`src/rtl/flash_host_pkg.sv`:
```
// What the flash device does
// array holds 4M words or 8M bytes
// width select picks 16 or 8 bit bus
// each write strobe latches address and data
// completion found by poll bits or ready
// unlock bypass program needs two writes
// sector erase leaves other sectors intact
// low supply blocks all writes
// protected sectors reject program and erase
// password needed before protection changes
// erase suspend allows other sector access
// program suspend allows other sector reads
// reset pin aborts and readies device
// standby on idle select or stable address
// write protect low guards boot sector
// secure region 128 words, lock permanent
// serial number reached by command sequence
// reads served from eight word page
// write buffer takes up to 128 words
// sector counts per uniform or boot model
// single bit errors corrected internally
// delivered fully erased
// erased reads ones, program clears bits
package flash_host_pkg;
  // ***************************************************************
  // apb register map of the controller
  // ***************************************************************
  localparam logic [7:0] ctrl_off = 8'h00;
  localparam logic [7:0] addr_off = 8'h04;
  localparam logic [7:0] wdata_off = 8'h08;
  localparam logic [7:0] rdata_off = 8'h0C;
  localparam logic [7:0] status_off = 8'h10;
  localparam logic [7:0] pins_off = 8'h14;
  // ctrl and pins field positions
  localparam int ctrl_go_bit = 0;
  localparam int ctrl_op_lo = 1;
  localparam int ctrl_op_hi = 3;
  localparam int pins_byte_bit = 0;
  localparam int pins_reset_bit = 1;
  localparam int pins_wp_bit = 2;
  // status field positions
  localparam int st_busy_bit = 0;
  localparam int st_rdy_bit = 1;
  localparam int st_poll_bit = 2;
  localparam int st_tog_bit = 3;
  localparam int st_done_bit = 4;
  // ***************************************************************
  // bus geometry and data patterns
  // ***************************************************************
  localparam int addr_w = 23; // byte address of 8m bytes
  localparam int word_addr_w = 22; // 4m words
  localparam logic [15:0] erased_word = 16'hFFFF;
  localparam int poll_bit = 7; // inverted_data_poll_bit
  localparam int tog_bit = 6; // toggling_status_bit
  // ***************************************************************
  // timing at 50 mhz
  // ***************************************************************
  localparam int clk_ns = 20;
  localparam int access_ns = 70;
  localparam int strobe_cyc = (access_ns + clk_ns - 1) / clk_ns;
  localparam int reset_pulse_ns = 500;
  localparam int reset_cyc = (reset_pulse_ns + clk_ns - 1) / clk_ns;
  localparam int count_w = 8;
  // bus cycle kinds of the pin sequencer
  typedef enum logic [1:0] {cyc_read, cyc_write} cyc_t;
  // operations that software starts
  typedef enum logic [2:0] {
    op_read, op_write, op_poll, op_reset_pulse
  } op_t;
endpackage

```
`src/rtl/flash_host_ctrl.sv`:
```
// The implementer's own choices: the APB slave port and the register offsets.
`timescale 1ns/100ps
// apb controlled host for a parallel nor flash
module flash_host_ctrl
  import flash_host_pkg::*;
#(
  parameter int pulse_cyc = reset_cyc
) (
  // apb slave
  input wire logic pclk,
  input wire logic presetn,
  input wire logic psel,
  input wire logic penable,
  input wire logic pwrite,
  input wire logic [7:0] paddr,
  input wire logic [31:0] pwdata,
  output logic [31:0] prdata,
  output logic pready,
  output logic pslverr,
  // flash pins
  output logic [addr_w-1:0] f_addr,
  output logic f_ce_n,
  output logic f_we_n,
  output logic f_oe_n,
  input wire logic [15:0] f_dq_i,
  output logic [15:0] f_dq_o,
  output logic f_dq_oe,
  output logic byte_n,
  output logic reset_n,
  output logic protect_accel_input,
  input wire logic ready_busy_n
);
  // ***************************************************************
  // registers
  // ***************************************************************
  logic [addr_w-1:0] addr_q; // target byte or word address
  logic [15:0] wdata_q; // data for next write cycle
  logic [15:0] rdata_q; // last read value
  logic [2:0] pins_q; // byte mode, reset, write protect
  op_t op_q; // current operation
  logic busy_q; // operation in flight
  logic done_q; // sticky done, cleared by next go
  logic poll_q; // last polled inverted data bit
  logic tog_q; // toggle seen between the two reads of a poll
  logic [count_w-1:0] rst_cnt_q; // reset pulse timer
  logic pulse_q; // reset pulse active
  logic [15:0] prev_q; // previous poll read
  logic second_q; // second read of a poll pair
  logic wr_en;
  logic go;
  logic cyc_start;
  logic cyc_done;
  logic [15:0] cyc_rdata;
  // apb answers in the access phase at once
  assign pready = 1'b1;
  assign wr_en = psel && penable && pwrite;
  assign go = wr_en && paddr == ctrl_off && pwdata[ctrl_go_bit] && !busy_q;
  // unmapped addresses answer with error
  assign pslverr = psel && penable && !(paddr == ctrl_off ||
    paddr == addr_off || paddr == wdata_off || paddr == rdata_off ||
    paddr == status_off || paddr == pins_off);
  // ***************************************************************
  // software writes
  // ***************************************************************
  // address and data used by command sequence writes
  always_ff @(posedge pclk or negedge presetn) begin
    if (!presetn) begin
      addr_q <= '0;
      wdata_q <= '0;
    end else if (wr_en && !busy_q) begin
      if (paddr == addr_off) begin
        addr_q <= pwdata[addr_w-1:0];
      end
      if (paddr == wdata_off) begin
        wdata_q <= pwdata[15:0];
      end
    end
  end
  // pin levels: word mode, reset released, write protect off
  always_ff @(posedge pclk or negedge presetn) begin
    if (!presetn) begin
      pins_q <= 3'h7;
    end else if (wr_en && paddr == pins_off) begin
      pins_q <= pwdata[2:0];
    end
  end
  // byte_n low selects the 8 bit bus on models with it R2
  assign byte_n = pins_q[pins_byte_bit];
  // wp low protects the boot sector R14
  assign protect_accel_input = pins_q[pins_wp_bit];
  // ***************************************************************
  // operation sequencer
  // ***************************************************************
  // one pin cycle per go, two for poll and none for reset pulse; software sequences the unlock cycles,
  // so two writes serve bypass programs and four normal ones R5
  // password words go out as plain write cycles the same way R9
  always_ff @(posedge pclk or negedge presetn) begin
    if (!presetn) begin
      op_q <= op_read;
      busy_q <= 1'b0;
      done_q <= 1'b0;
    end else if (go) begin
      op_q <= op_t'(pwdata[ctrl_op_hi:ctrl_op_lo]);
      busy_q <= 1'b1;
      done_q <= 1'b0;
    end else if (busy_q) begin
      if (op_q == op_reset_pulse) begin
        if (pulse_q && rst_cnt_q == '0) begin
          busy_q <= 1'b0;
          done_q <= 1'b1;
        end
      end else if (op_q == op_poll) begin
        if (cyc_done && second_q) begin
          busy_q <= 1'b0;
          done_q <= 1'b1;
        end
      end else if (cyc_done) begin
        busy_q <= 1'b0;
        done_q <= 1'b1;
      end
    end
  end
  // poll does two reads so a toggling bit can be seen R4
  always_ff @(posedge pclk or negedge presetn) begin
    if (!presetn) begin
      second_q <= 1'b0;
    end else if (go) begin
      second_q <= 1'b0;
    end else if (cyc_done && op_q == op_poll) begin
      second_q <= !second_q;
    end
  end
  assign cyc_start = busy_q && op_q != op_reset_pulse &&
    !cyc_done && !(op_q == op_poll && second_q && cyc_done);
  // read results and poll status bits
  always_ff @(posedge pclk or negedge presetn) begin
    if (!presetn) begin
      rdata_q <= erased_word;
      prev_q <= erased_word;
      poll_q <= 1'b0;
      tog_q <= 1'b0;
    end else if (cyc_done && op_q != op_write) begin
      rdata_q <= cyc_rdata;
      prev_q <= cyc_rdata;
      if (op_q == op_poll && second_q) begin
        poll_q <= cyc_rdata[poll_bit];
        tog_q <= cyc_rdata[tog_bit] ^ prev_q[tog_bit];
      end
    end
  end
  // ***************************************************************
  // hardware reset pulse
  // ***************************************************************
  // held low long enough to abort any device operation R12
  always_ff @(posedge pclk or negedge presetn) begin
    if (!presetn) begin
      pulse_q <= 1'b0;
      rst_cnt_q <= '0;
    end else if (go && pwdata[ctrl_op_hi:ctrl_op_lo] == op_reset_pulse) begin
      pulse_q <= 1'b1;
      rst_cnt_q <= count_w'(pulse_cyc);
    end else if (pulse_q) begin
      if (rst_cnt_q == '0) begin
        pulse_q <= 1'b0;
      end else begin
        rst_cnt_q <= rst_cnt_q - 1'b1;
      end
    end
  end
  assign reset_n = pins_q[pins_reset_bit] && !pulse_q;
  // ***************************************************************
  // pin cycle engine
  // ***************************************************************
  // chip select released between cycles lets the device idle R13
  flash_pin_cycle #(
    .hold_cyc(strobe_cyc)
  ) flash_pin_cycle_inst (
    .pclk(pclk),
    .presetn(presetn),
    .start(cyc_start),
    .is_write(op_q == op_write),
    .addr_in(addr_q),
    .wdata_in(wdata_q),
    .done(cyc_done),
    .rdata_out(cyc_rdata),
    .f_addr(f_addr),
    .f_ce_n(f_ce_n),
    .f_we_n(f_we_n),
    .f_oe_n(f_oe_n),
    .f_dq_i(f_dq_i),
    .f_dq_o(f_dq_o),
    .f_dq_oe(f_dq_oe)
  );
  // ***************************************************************
  // read mux
  // ***************************************************************
  always_comb begin
    prdata = '0;
    unique case (paddr)
      ctrl_off: prdata = {28'h0000000, op_q, busy_q};
      addr_off: prdata = {9'h000, addr_q};
      wdata_off: prdata = {16'h0000, wdata_q};
      rdata_off: prdata = {16'h0000, rdata_q};
      status_off: prdata = {27'h0000000, done_q, tog_q, poll_q,
                            ready_busy_n, busy_q};
      pins_off: prdata = {29'h00000000, pins_q};
      default: prdata = '0;
    endcase
  end
endmodule

```
`src/rtl/flash_pin_cycle.sv`:
```
`timescale 1ns/100ps
// one asynchronous bus cycle on the flash pins
module flash_pin_cycle
  import flash_host_pkg::*;
#(
  parameter int hold_cyc = strobe_cyc
) (
  // clock and reset
  input wire logic pclk,
  input wire logic presetn,
  // request side
  input wire logic start,
  input wire logic is_write,
  input wire logic [addr_w-1:0] addr_in,
  input wire logic [15:0] wdata_in,
  output logic done,
  output logic [15:0] rdata_out,
  // flash pins
  output logic [addr_w-1:0] f_addr,
  output logic f_ce_n,
  output logic f_we_n,
  output logic f_oe_n,
  input wire logic [15:0] f_dq_i,
  output logic [15:0] f_dq_o,
  output logic f_dq_oe
);
  // ***************************************************************
  // strobe timer
  // ***************************************************************
  logic [count_w-1:0] cnt_q;
  logic active_q;
  logic wr_q;
  // strobe held for whole access time, then released for at least one cycle
  always_ff @(posedge pclk or negedge presetn) begin
    if (!presetn) begin
      cnt_q <= '0;
      active_q <= 1'b0;
      wr_q <= 1'b0;
    end else if (start && !active_q) begin
      active_q <= 1'b1;
      wr_q <= is_write;
      cnt_q <= count_w'(hold_cyc);
    end else if (active_q) begin
      if (cnt_q == '0) begin
        active_q <= 1'b0;
      end else begin
        cnt_q <= cnt_q - 1'b1;
      end
    end
  end
  // pins registered so strobes stay glitch free
  always_ff @(posedge pclk or negedge presetn) begin
    if (!presetn) begin
      f_addr <= '0;
      f_dq_o <= '0;
      f_dq_oe <= 1'b0;
      f_ce_n <= 1'b1;
      f_we_n <= 1'b1;
      f_oe_n <= 1'b1;
    end else if (start && !active_q) begin
      f_addr <= addr_in;
      f_dq_o <= wdata_in;
      f_dq_oe <= is_write;
      f_ce_n <= 1'b0;
      f_we_n <= !is_write;
      f_oe_n <= is_write;
    end else if (active_q && cnt_q == '0) begin
      f_ce_n <= 1'b1;
      f_we_n <= 1'b1; // rising we latches data R3
      f_oe_n <= 1'b1;
      f_dq_oe <= 1'b0;
    end
  end
  // read data sampled on the last strobe cycle
  always_ff @(posedge pclk or negedge presetn) begin
    if (!presetn) begin
      rdata_out <= '0;
    end else if (active_q && cnt_q == '0 && !wr_q) begin
      rdata_out <= f_dq_i;
    end
  end
  // done follows the capture edge, so rdata_out already holds the word
  // when the sequencer takes it; a combinational done handed on stale data
  always_ff @(posedge pclk or negedge presetn) begin
    if (!presetn) begin
      done <= 1'b0;
    end else begin
      done <= active_q && cnt_q == '0;
    end
  end
endmodule

```
`config.mk`:
```
export PLATFORM = sky130hd
export DESIGN_NAME = flash_host_ctrl
export DESIGN_NICKNAME = d
export VERILOG_FILES = /design/src/rtl/flash_host_pkg.sv /design/src/rtl/flash_host_ctrl.sv /design/src/rtl/flash_pin_cycle.sv
export SDC_FILE = /design/constraint.sdc
export NUM_CORES = 1
export LEC_CHECK = 0
export CORE_MARGIN = 4
export CORE_UTILIZATION = 35
export CTS_CLUSTER_DIAMETER = 100
export DETAILED_ROUTE_END_ITERATION = 10
export DONT_BUFFER_PORTS = 1
export SETUP_SLACK_MARGIN = 0.4
export SLEW_MARGIN = 30
export SYNTH_ARGS = -nofsm -noshare
export SYNTH_HDL_FRONTEND = slang
export SYNTH_SLANG_ARGS = --single-unit
```
`constraint.sdc`:
```
create_clock -name pclk -period 2.5 [get_ports pclk]
set_input_delay 0.5 -clock pclk [delete_from_list [all_inputs] [get_ports pclk]]
set_output_delay 0.5 -clock pclk [all_outputs]
set_load 0.005 [all_outputs]
```
==> flow_metrics.env, run 1 <==
export IMPL_path_class="input pin to output port"
export IMPL_core_area_sq_um=18210
export IMPL_die_x_um=145.1
export IMPL_critPathLaunchType="input pin"
export IMPL_vias_per_cell=5.153
export IMPL_cts_buffers_inserted=17
export IMPL_synth_top_area_share_pct=46.79
export IMPL_synth_compound_area_share_pct=4.033
export IMPL_crit_chain="or4_4 > buf_6 > or3_4 > buf_6 > o22ai_4 > buf_6"
export IMPL_violations="hold timing"
export IMPL_setup_tns_ps=0
export IMPL_maxCapViolCount=0
export IMPL_dpl_worst_slack_ps=-100.3
export IMPL_area_growth_pct=17.46
export IMPL_row_count=49
export IMPL_final_common_cell="nand2_1"
export IMPL_fin_cells=835
export IMPL_grt_max_degree=146
export IMPL_synthSimpleGateAreaFrac_pct=15.64
export IMPL_critPathMaxFanout=3
export IMPL_port_buffers=0
export IMPL_crit_top_cell="buf_6"
export IMPL_grt_pass1_wl_mm=25.89
export IMPL_period_minus_slack_ps=2481
export IMPL_vias=4303
export IMPL_p_total_mw=5.378
export IMPL_antenna_found_initial=3
export IMPL_dp_cells=799
export IMPL_grt_overflow_total=0
export IMPL_wirelength_mm=16.20
export IMPL_routedWlPerCell_um=19.40
export IMPL_fin_hold_ws_ps=-224.6
export IMPL_dp_hpwl_mm=11.05
export IMPL_slowest_stage="or4_4"
export IMPL_grt_pass1_vias=4598
export IMPL_crit_arrival_ps=1980
export IMPL_post_dp_cell_area_sq_um=6890
export IMPL_crit_family="simple AND/OR/NAND/NOR gates"
export IMPL_synth_seq_area_share_pct=55.58
export IMPL_synth_mux_area_fraction_pct=19.40
export IMPL_slowest_delay_ps=540
export IMPL_yosys_warnings=0
export IMPL_hp_class="input pin to async pin"
export IMPL_worst_path_buf_inv=3
export IMPL_ys_flop_type="dfrtp_1"
export IMPL_finalCritPeriodShare_pct=99.26
export IMPL_die_area_sq_um=21050
export IMPL_die_h_um=145.1
export IMPL_ir_drop_mv=0.4397
export IMPL_synth_edf_count=0
export IMPL_finalHoldViolations=129
export IMPL_tightestPinTransition_ps=875.8
export IMPL_pin_count=142
export IMPL_p_per_area_nw_per_um2=696.1
export IMPL_cp_depth=6
export IMPL_finalMaxSlewViolations=0
export IMPL_h_tree_depth=4
export IMPL_post_route_util_pct=42.43
export IMPL_nets=659
export IMPL_syn_area_sq_um=6578
export IMPL_final_cell_mix="nand2_1 (140), dfrtp_1 (122), mux2_2 (69)"
export IMPL_fin_skew_ps=8.088
export IMPL_clkTransAtPathRegs_ps=60
export IMPL_numClockSinks=145
export IMPL_ff2ff_path_depth=4
export IMPL_drt_iter0_markers=236
export IMPL_gp_congestion=0.8018
export IMPL_synth_cell_types=48
export IMPL_fmaxAchievable_ghz=0.4030
export IMPL_synth_area_top_cells="dfrtp_1 (47%), mux2_2 (12%), dfstp_2 (8.8%), nand2_1 (8.0%), mux2_4 (4.6%)"
export IMPL_finalSetupViolCount=0
export IMPL_synth_seq_cells=145
export IMPL_relSlewSlack_pct=41.08
export IMPL_clockBufferDepth=2
export IMPL_yosys_area_share_xor_xnor_pct=0.7989
export IMPL_avgSynthCellArea_sq_um=11.40
export IMPL_drcViolationCount=0
export IMPL_async_flop_share_pct=100.0
export IMPL_end_kind="output port"
export IMPL_synth_top_family_by_area="multiplexers"
export IMPL_clk_latency_ps=420
export IMPL_ctsRootBufferMaster="clkbuf_16"
export IMPL_postRouteAntennaNets=0
export IMPL_detail_route_first_pass_iterations=4
export IMPL_initial_core_util_pct=36.12
export IMPL_grt_use_total_pct=15.55
export IMPL_drive_gt1_share_pct=34.98
export IMPL_worst_slack_ps=18.55
export IMPL_cts_tree="built"
export IMPL_status="finished with violations"
export IMPL_worst_ep_required_time_ps=2000
export IMPL_syn_inst=577
export IMPL_rsz0062_at_grt="true"
export IMPL_design_area_sq_um=7726
export IMPL_leakage_nw=3.653
export IMPL_synthAdderAreaFrac_pct=0.7609
export IMPL_yosys_area_top_type="dfrtp_1"
export IMPL_antennaDiodeCount=0
export IMPL_rrSetupSlack_ps=520
## cells in the mapped netlist (2+ instances only)
master and number:
or3_1 5, clkbuf_1 15, mux2_4 20, buf_1 7, nand2b_1 4, inv_1 6
nor3b_1 4, mux2i_1 12, xnor2_1 2, mux4_2 2, buf_2 2, o22ai_1 4
nor3_1 4, ha_1 4, a22oi_1 12, buf_4 10, dfrtp_1 123, conb_1 2
and2_1 8, nand3_1 6, nand3b_1 2, nand2_1 140, or4_1 3, nand4b_1 2
xor2_1 4, and3_1 3, dfstp_2 22, nor2b_1 6, mux2_2 72, a21oi_1 8
a211oi_1 2, nor2_1 34, nor4_1 5, buf_12 2, o21ai_0 6, or4_4 2
## timing repair
item | in CTS | in global routing
pin swaps | 6 | 10
endpoints found under the hold margin | 145 | 145
setup endpoints to repair | 44 | 47
resized for setup | 31 | 16
buffers inserted | 1 | 2
cloned | 0 | 1
## layer usage
metal	vias to the layer above	part of all wire [%]	GRT usage [%]
met5	-	0.25	0
met4	6	1.5	5.223
met3	22	9.7	7.577
met2	134	46	24.58
met1	2156	43	18.69
li1	1985	-	-
## worst reg2reg max path: stages (launching register included)
cell and delay [ps]:
dfrtp_1 430, or4_1 640, o31ai_2 370, mux2_2 370
nor2_1 90
## where the power goes
group / switching (mW) / total [mW] / leakage (nW) / internal (mW)
clock network: 1.10 / 2.53 / 0.285 / 1.42
logic: 0.130 / 0.284 / 1.49 / 0.154
registers: 0.0971 / 2.57 / 1.87 / 2.47
## kinds of logic after synthesis
group,Yosys count
adders and majority gates,4
and+or+nand+nor,231
muxes,106
DFF,145
AOI/OAI and AO/OA,40
other,2
buffers and inverters,43
xor gates and xnor gates,6
## flip-flops by register name, summed over array words and instances, names as in the netlist, 3 cells and up
name	count
op_q	3
pins_q	3
prev_q	16
flash_pin_cycle_inst.f_dq_o	16
flash_pin_cycle_inst.f_addr	23
flash_pin_cycle_inst.cnt_q	8
addr_q	23
wdata_q	16
rst_cnt_q	8
flash_pin_cycle_inst.rdata_out	16
## path summary, 6_finish.rpt
check | start | endpoint
max | paddr[5] | prdata[3]
min | presetn | flash_pin_cycle_inst.f_addr[10]
max reg2reg | rst_cnt_q[4] | rst_cnt_q[1]
min reg2reg | flash_pin_cycle_inst.wr_q | flash_pin_cycle_inst.wr_q
max in group asynchronous | presetn | pins_q[1]
min in group pclk | pwdata[7] | addr_q[7]
## area by class of cell
| class | count | area, sq um |
|---|---|---|
| Tap cell | 229 | 286.5 |
| Clock inverter | 15 | 162.7 |
| Clock buffer | 17 | 425.4 |
| Multi-Input combinational cell | 397 | 2904 |
| Inverter | 6 | 22.52 |
| Fill cell | 1700 | 10480 |
| Sequential cell | 145 | 3657 |
| Timing Repair Buffer | 26 | 267.8 |
Note: power is estimated with default switching activity, not from simulation.
==> run 2, diff against run 1 <==
--- a/config.mk
+++ b/config.mk
@@ -6,10 +6,11 @@
 export NUM_CORES = 1
 export LEC_CHECK = 0
 export CORE_MARGIN = 4
-export CORE_UTILIZATION = 35
+export CORE_UTILIZATION = 55
 export CTS_CLUSTER_DIAMETER = 100
 export DETAILED_ROUTE_END_ITERATION = 10
 export DONT_BUFFER_PORTS = 1
+export PLACE_DENSITY = 0.73
 export SETUP_SLACK_MARGIN = 0.4
 export SLEW_MARGIN = 30
 export SYNTH_ARGS = -nofsm -noshare
==> flow_metrics.env, run 2 (synthesis results as in run 1) <==
export IMPL_grt_overflow_total=0
export IMPL_rrSetupSlack_ps=540
export IMPL_leakage_nw=3.664
export IMPL_rsz0062_at_grt="true"
export IMPL_vias_per_cell=5.893
export IMPL_area_growth_pct=16.57
export IMPL_violations="hold timing"
export IMPL_grt_use_total_pct=23.04
export IMPL_final_cell_mix="nand2_1 (140), dfrtp_1 (123), mux2_2 (72)"
export IMPL_wirelength_mm=15.48
export IMPL_worst_ep_required_time_ps=2000
export IMPL_intPower_mw=4.044
export IMPL_worst_path_buf_inv=2
export IMPL_die_area_sq_um=13770
export IMPL_worst_slack_ps=91.73
export IMPL_detail_route_first_pass_iterations=4
export IMPL_die_x_um=117.4
export IMPL_p_sw_mw=1.146
export IMPL_initial_core_util_pct=56.88
export IMPL_path_class="input pin to output port"
export IMPL_finalHoldViolations=124
export IMPL_hp_class="input pin to async pin"
export IMPL_postRouteAntennaNets=0
export IMPL_h_tree_depth=4
export IMPL_grt_pass1_wl_mm=24.74
export IMPL_grt_max_degree=146
export IMPL_routedWlPerCell_um=20.61
export IMPL_crit_chain="or4_4 > buf_4 > buf_6 > or3_4 > o22ai_4"
export IMPL_tightestPinTransition_ps=666.9
export IMPL_ir_drop_mv=0.5499
export IMPL_crit_arrival_ps=1910
export IMPL_crit_family="simple AND/OR/NAND/NOR gates"
export IMPL_grt_pass1_vias=4606
export IMPL_row_count=39
export IMPL_fin_skew_ps=8.219
export IMPL_p_seq_share_pct=49.5
export IMPL_final_common_cell="nand2_1"
export IMPL_dp_hpwl_mm=9.896
export IMPL_cts_tree="built"
export IMPL_critPathMaxFanout=5
export IMPL_nets=660
export IMPL_drive_gt1_share_pct=33.94
export IMPL_clk_latency_ps=430
export IMPL_reg_top3="addr_q: 23 flops, flash_pin_cycle_inst.f_addr: 23 flops"
export IMPL_pin_count=142
export IMPL_core_area_sq_um=11560
export IMPL_clockBufferDepth=2
export IMPL_finalSetupViolCount=0
export IMPL_period_minus_slack_ps=2408
export IMPL_sw_frac_of_total_pct=22.08
export IMPL_gp_congestion=0.8311
export IMPL_slowest_stage="or4_4"
export IMPL_drcViolationCount=0
export IMPL_p_per_area_nw_per_um2=677.0
export IMPL_maxCapViolCount=0
export IMPL_finalMaxSlewViolations=0
export IMPL_vias=4426
export IMPL_die_h_um=117.4
export IMPL_slowest_delay_ps=520
export IMPL_fin_hold_ws_ps=-234.7
export IMPL_port_buffers=0
export IMPL_clkTransAtPathRegs_ps=60
export IMPL_pwr_share_clk_pct=44.9
export IMPL_end_kind="output port"
export IMPL_drt_iter0_markers=369
export IMPL_ctsRootBufferMaster="clkbuf_16"
export IMPL_dpl_worst_slack_ps=-72.56
export IMPL_status="finished with violations"
export IMPL_fmaxAchievable_ghz=0.4152
export IMPL_antenna_found_initial=1
export IMPL_combPwrFrac_pct=5.6
export IMPL_dp_cells=706
export IMPL_numClockSinks=145
export IMPL_relSlewSlack_pct=55.13
export IMPL_fin_cells=751
export IMPL_critPathLaunchType="input pin"
export IMPL_finalCritPeriodShare_pct=96.33
export IMPL_cts_buffers_inserted=17
-- run 2: cell types whose count changed in the layout (fill, tap and decap cells not counted), sizes merged --
| cell | before | now |
|---|---|---|
| inv | 17 | 6 |
| clkinvlp | 2 | 1 |
| clkinv | 1 | 4 |
| diode | 0 | 1 |
| buf | 25 | 26 |
| clkbuf | 18 | 28 |
| bufinv | 1 | 0 |
-- run 2: metal layers --
layer	routed length, um	track usage (%)	vias to the layer above
met1	6502	28.01	2257
met4	202	6.672	2
met2	7330	36.96	163
met5	13	0	-
li1	-	-	1985
met3	1426	10.78	19
-- run 2: stage by stage --
step / instance area, sq um / utilization (%) / setup TNS (ps) / total power [mW]
after floorplan: 6655 / - / -3368 / 2.820
after global placement: 6743 / 58.30 / -849.0 / 2.855
after CTS: 7611 / 65.81 / 0 / 5.248
final: 7667 / 66.30 / 0 / 5.191
after global routing: 7665 / 66.28 / 0 / 5.398
after detailed placement: 6743 / 58.30 / -1314 / 2.879
-- run 2: final cells by class --
cell class	instances	area [sq um]
clock inverters	5	27.53
fillers	867	3897
diodes	1	2.502
inverters	6	22.52
well taps	143	178.9
clock buffers	27	523.0
multi-input cells	397	2908
repair buffers	27	349.1
flip-flops and latches	145	3656
-- run 2: final timing paths --
path | cells after the start | endpoint | startpoint
max | 5 | prdata[2] | paddr[5]
min | 0 | rst_cnt_q[7] | presetn
max reg2reg | 4 | rst_cnt_q[1] | rst_cnt_q[4]
min reg2reg | 2 | flash_pin_cycle_inst.f_dq_o[0] | wdata_q[0]
max in group asynchronous | 0 | flash_pin_cycle_inst.f_oe_n | presetn
min in group pclk | 1 | addr_q[11] | pwdata[11]
-- run 2: power by group through the flow --
| stage | Combinational, mW | Sequential (mW) | Clock (mW) |
|---|---|---|---|
| after detailed placement | 0.277 | 2.60 | 0 |
| after CTS | 0.288 | 2.56 | 2.40 |
| after global placement | 0.260 | 2.60 | 0 |
| after floorplan | 0.246 | 2.57 | 0 |
| after global routing | 0.323 | 2.58 | 2.50 |
| final | 0.290 | 2.57 | 2.33 |
-- run 2: repair_timing --
action / in CTS / in global routing
pin swaps: 17 / 3
gates cloned: 3 / 1
endpoints found under the hold margin: 145 / 145
resized for setup: 39 / 5
buffers inserted: 7 / 1
setup endpoints to repair: 40 / 50
==> run 3, diff against run 2 <==
--- a/config.mk
+++ b/config.mk
@@ -10,6 +10,7 @@
 export CTS_CLUSTER_DIAMETER = 100
 export DETAILED_ROUTE_END_ITERATION = 10
 export DONT_BUFFER_PORTS = 1
+export MAX_ROUTING_LAYER = met4
 export PLACE_DENSITY = 0.73
 export SETUP_SLACK_MARGIN = 0.4
 export SLEW_MARGIN = 30
==> flow_metrics.env, run 3 (synthesis results as in run 1) <==
export IMPL_tightestPinTransition_ps=667.7
export IMPL_nets=660
export IMPL_clk_latency_ps=430
export IMPL_status="finished with violations"
export IMPL_finalHoldViolations=132
export IMPL_drt_iter0_markers=421
export IMPL_fin_cells=752
export IMPL_end_kind="output port"
export IMPL_grt_pass1_vias=4596
export IMPL_core_area_sq_um=11560
export IMPL_area_growth_pct=16.61
export IMPL_post_dp_cell_area_sq_um=6743
export IMPL_final_common_cell="nand2_1"
export IMPL_cts_tree="built"
export IMPL_die_x_um=117.4
export IMPL_vias=4400
export IMPL_hp_class="input pin to async pin"
export IMPL_detail_route_first_pass_iterations=4
export IMPL_grt_use_total_pct=23.68
export IMPL_vias_per_cell=5.851
export IMPL_fmaxAchievable_ghz=0.4164
export IMPL_initial_core_util_pct=56.88
export IMPL_worst_ep_required_time_ps=2000
export IMPL_crit_arrival_ps=1900
export IMPL_dp_cells=706
export IMPL_gp_congestion=0.8438
export IMPL_die_area_sq_um=13770
export IMPL_finalSetupViolCount=0
export IMPL_path_class="input pin to output port"
export IMPL_p_per_area_nw_per_um2=676.4
export IMPL_grt_overflow_total=0
export IMPL_antenna_found_initial=1
export IMPL_pin_count=142
export IMPL_port_buffers=0
export IMPL_grt_busiest_layer="met2"
export IMPL_die_h_um=117.4
export IMPL_drcViolationCount=0
export IMPL_postRouteAntennaNets=0
export IMPL_row_count=39
export IMPL_design_area_sq_um=7670
export IMPL_maxCapViolCount=0
export IMPL_final_cell_mix="nand2_1 (140), dfrtp_1 (123), mux2_2 (72)"
export IMPL_grt_max_degree=146
export IMPL_finalMaxSlewViolations=0
export IMPL_ctsRootBufferMaster="clkbuf_16"
export IMPL_dp_hpwl_mm=9.896
export IMPL_clockBufferDepth=2
export IMPL_period_minus_slack_ps=2402
export IMPL_numClockSinks=145
export IMPL_routedWlPerCell_um=20.42
export IMPL_cts_buffers_inserted=17
export IMPL_critPathLaunchType="input pin"
export IMPL_met3_usage_pct=10.30
export IMPL_grt_pass1_wl_mm=24.72
export IMPL_finalCritPeriodShare_pct=96.06
export IMPL_fin_skew_ps=9.332
export IMPL_h_tree_depth=4
export IMPL_met2_usage_pct=36.96
export IMPL_grt_use_met1_pct=28.43
export IMPL_relSlewSlack_pct=55.08
export IMPL_violations="hold timing"
export IMPL_ir_drop_mv=0.5445
export IMPL_drive_gt1_share_pct=33.94
export IMPL_reg_top3="addr_q: 23 flops, flash_pin_cycle_inst.f_addr: 23 flops"
export IMPL_wirelength_mm=15.36
export IMPL_clkTransAtPathRegs_ps=60
export IMPL_leakage_nw=3.664
export IMPL_fin_hold_ws_ps=-236.0
export IMPL_rsz0062_at_grt="true"
export IMPL_critPathMaxFanout=5
[run 3: cell types whose count changed in the layout (fill, tap and decap cells not counted), sizes merged]
cell and delta:
diode +1
[run 3: path summary, 6_finish.rpt]
check,from,to,slack (ps),cells after the start
min in group pclk,pwdata[11],addr_q[11],220,1
max in group asynchronous,presetn,flash_pin_cycle_inst.f_oe_n,2420,0
min reg2reg,wdata_q[0],flash_pin_cycle_inst.f_dq_o[0],490,2
max,paddr[5],prdata[2],100,5
min,presetn,rst_cnt_q[6],-240,0
max reg2reg,rst_cnt_q[4],rst_cnt_q[1],540,4
[run 3: cell type report]
type / instances / area (sq um)
inverters: 6 / 22.52
repair buffers: 27 / 349.1
fillers: 865 / 3895
diodes: 2 / 5.005
clock inverters: 5 / 27.53
well taps: 143 / 178.9
flip-flops and latches: 145 / 3656
multi-input cells: 397 / 2908
clock buffers: 27 / 523.0
[run 3: stage by stage]
stage / setup TNS (ps) / power [mW] / util, % / setup slack, ps
4_1_cts: 0 / 5.248 / 65.81 / 138.4
3_3_place_gp: -849.0 / 2.855 / 58.30 / -49.86
6_report: 0 / 5.188 / 66.32 / 98.48
2_1_floorplan: -3368 / 2.820 / - / -156.9
3_5_place_dp: -1314 / 2.879 / 58.30 / -72.56
5_1_grt: 0 / 5.397 / 66.30 / 45.48
[run 3: what timing repair did]
action                                 4_1_cts  5_1_grt
endpoints found under the hold margin      145      145
buffers inserted                             7        1
setup endpoints to repair                   40       50
gates cloned                                 3        1
pin swaps                                   17        3
resized for setup                           39        5
[run 3: report_power, final]
group / leakage [nW] / internal (mW) / switching, mW
registers: 1.87 / 2.47 / 0.0951
logic: 1.52 / 0.154 / 0.136
clock network: 0.273 / 1.42 / 0.912
total: 3.66 / 4.05 / 1.14
[run 3: worst max-delay path, cell delays in order]
cell and delay (ps):
or4_4 520, buf_4 150, buf_6 110, or3_4 400, o22ai_4 210
[run 3: routing by layer]
layer,share of wire (%),up-vias
met1,43,2257
met2,48,148
li1,-,1983
met4,0.91,0
met3,8.3,12
met5,0,-
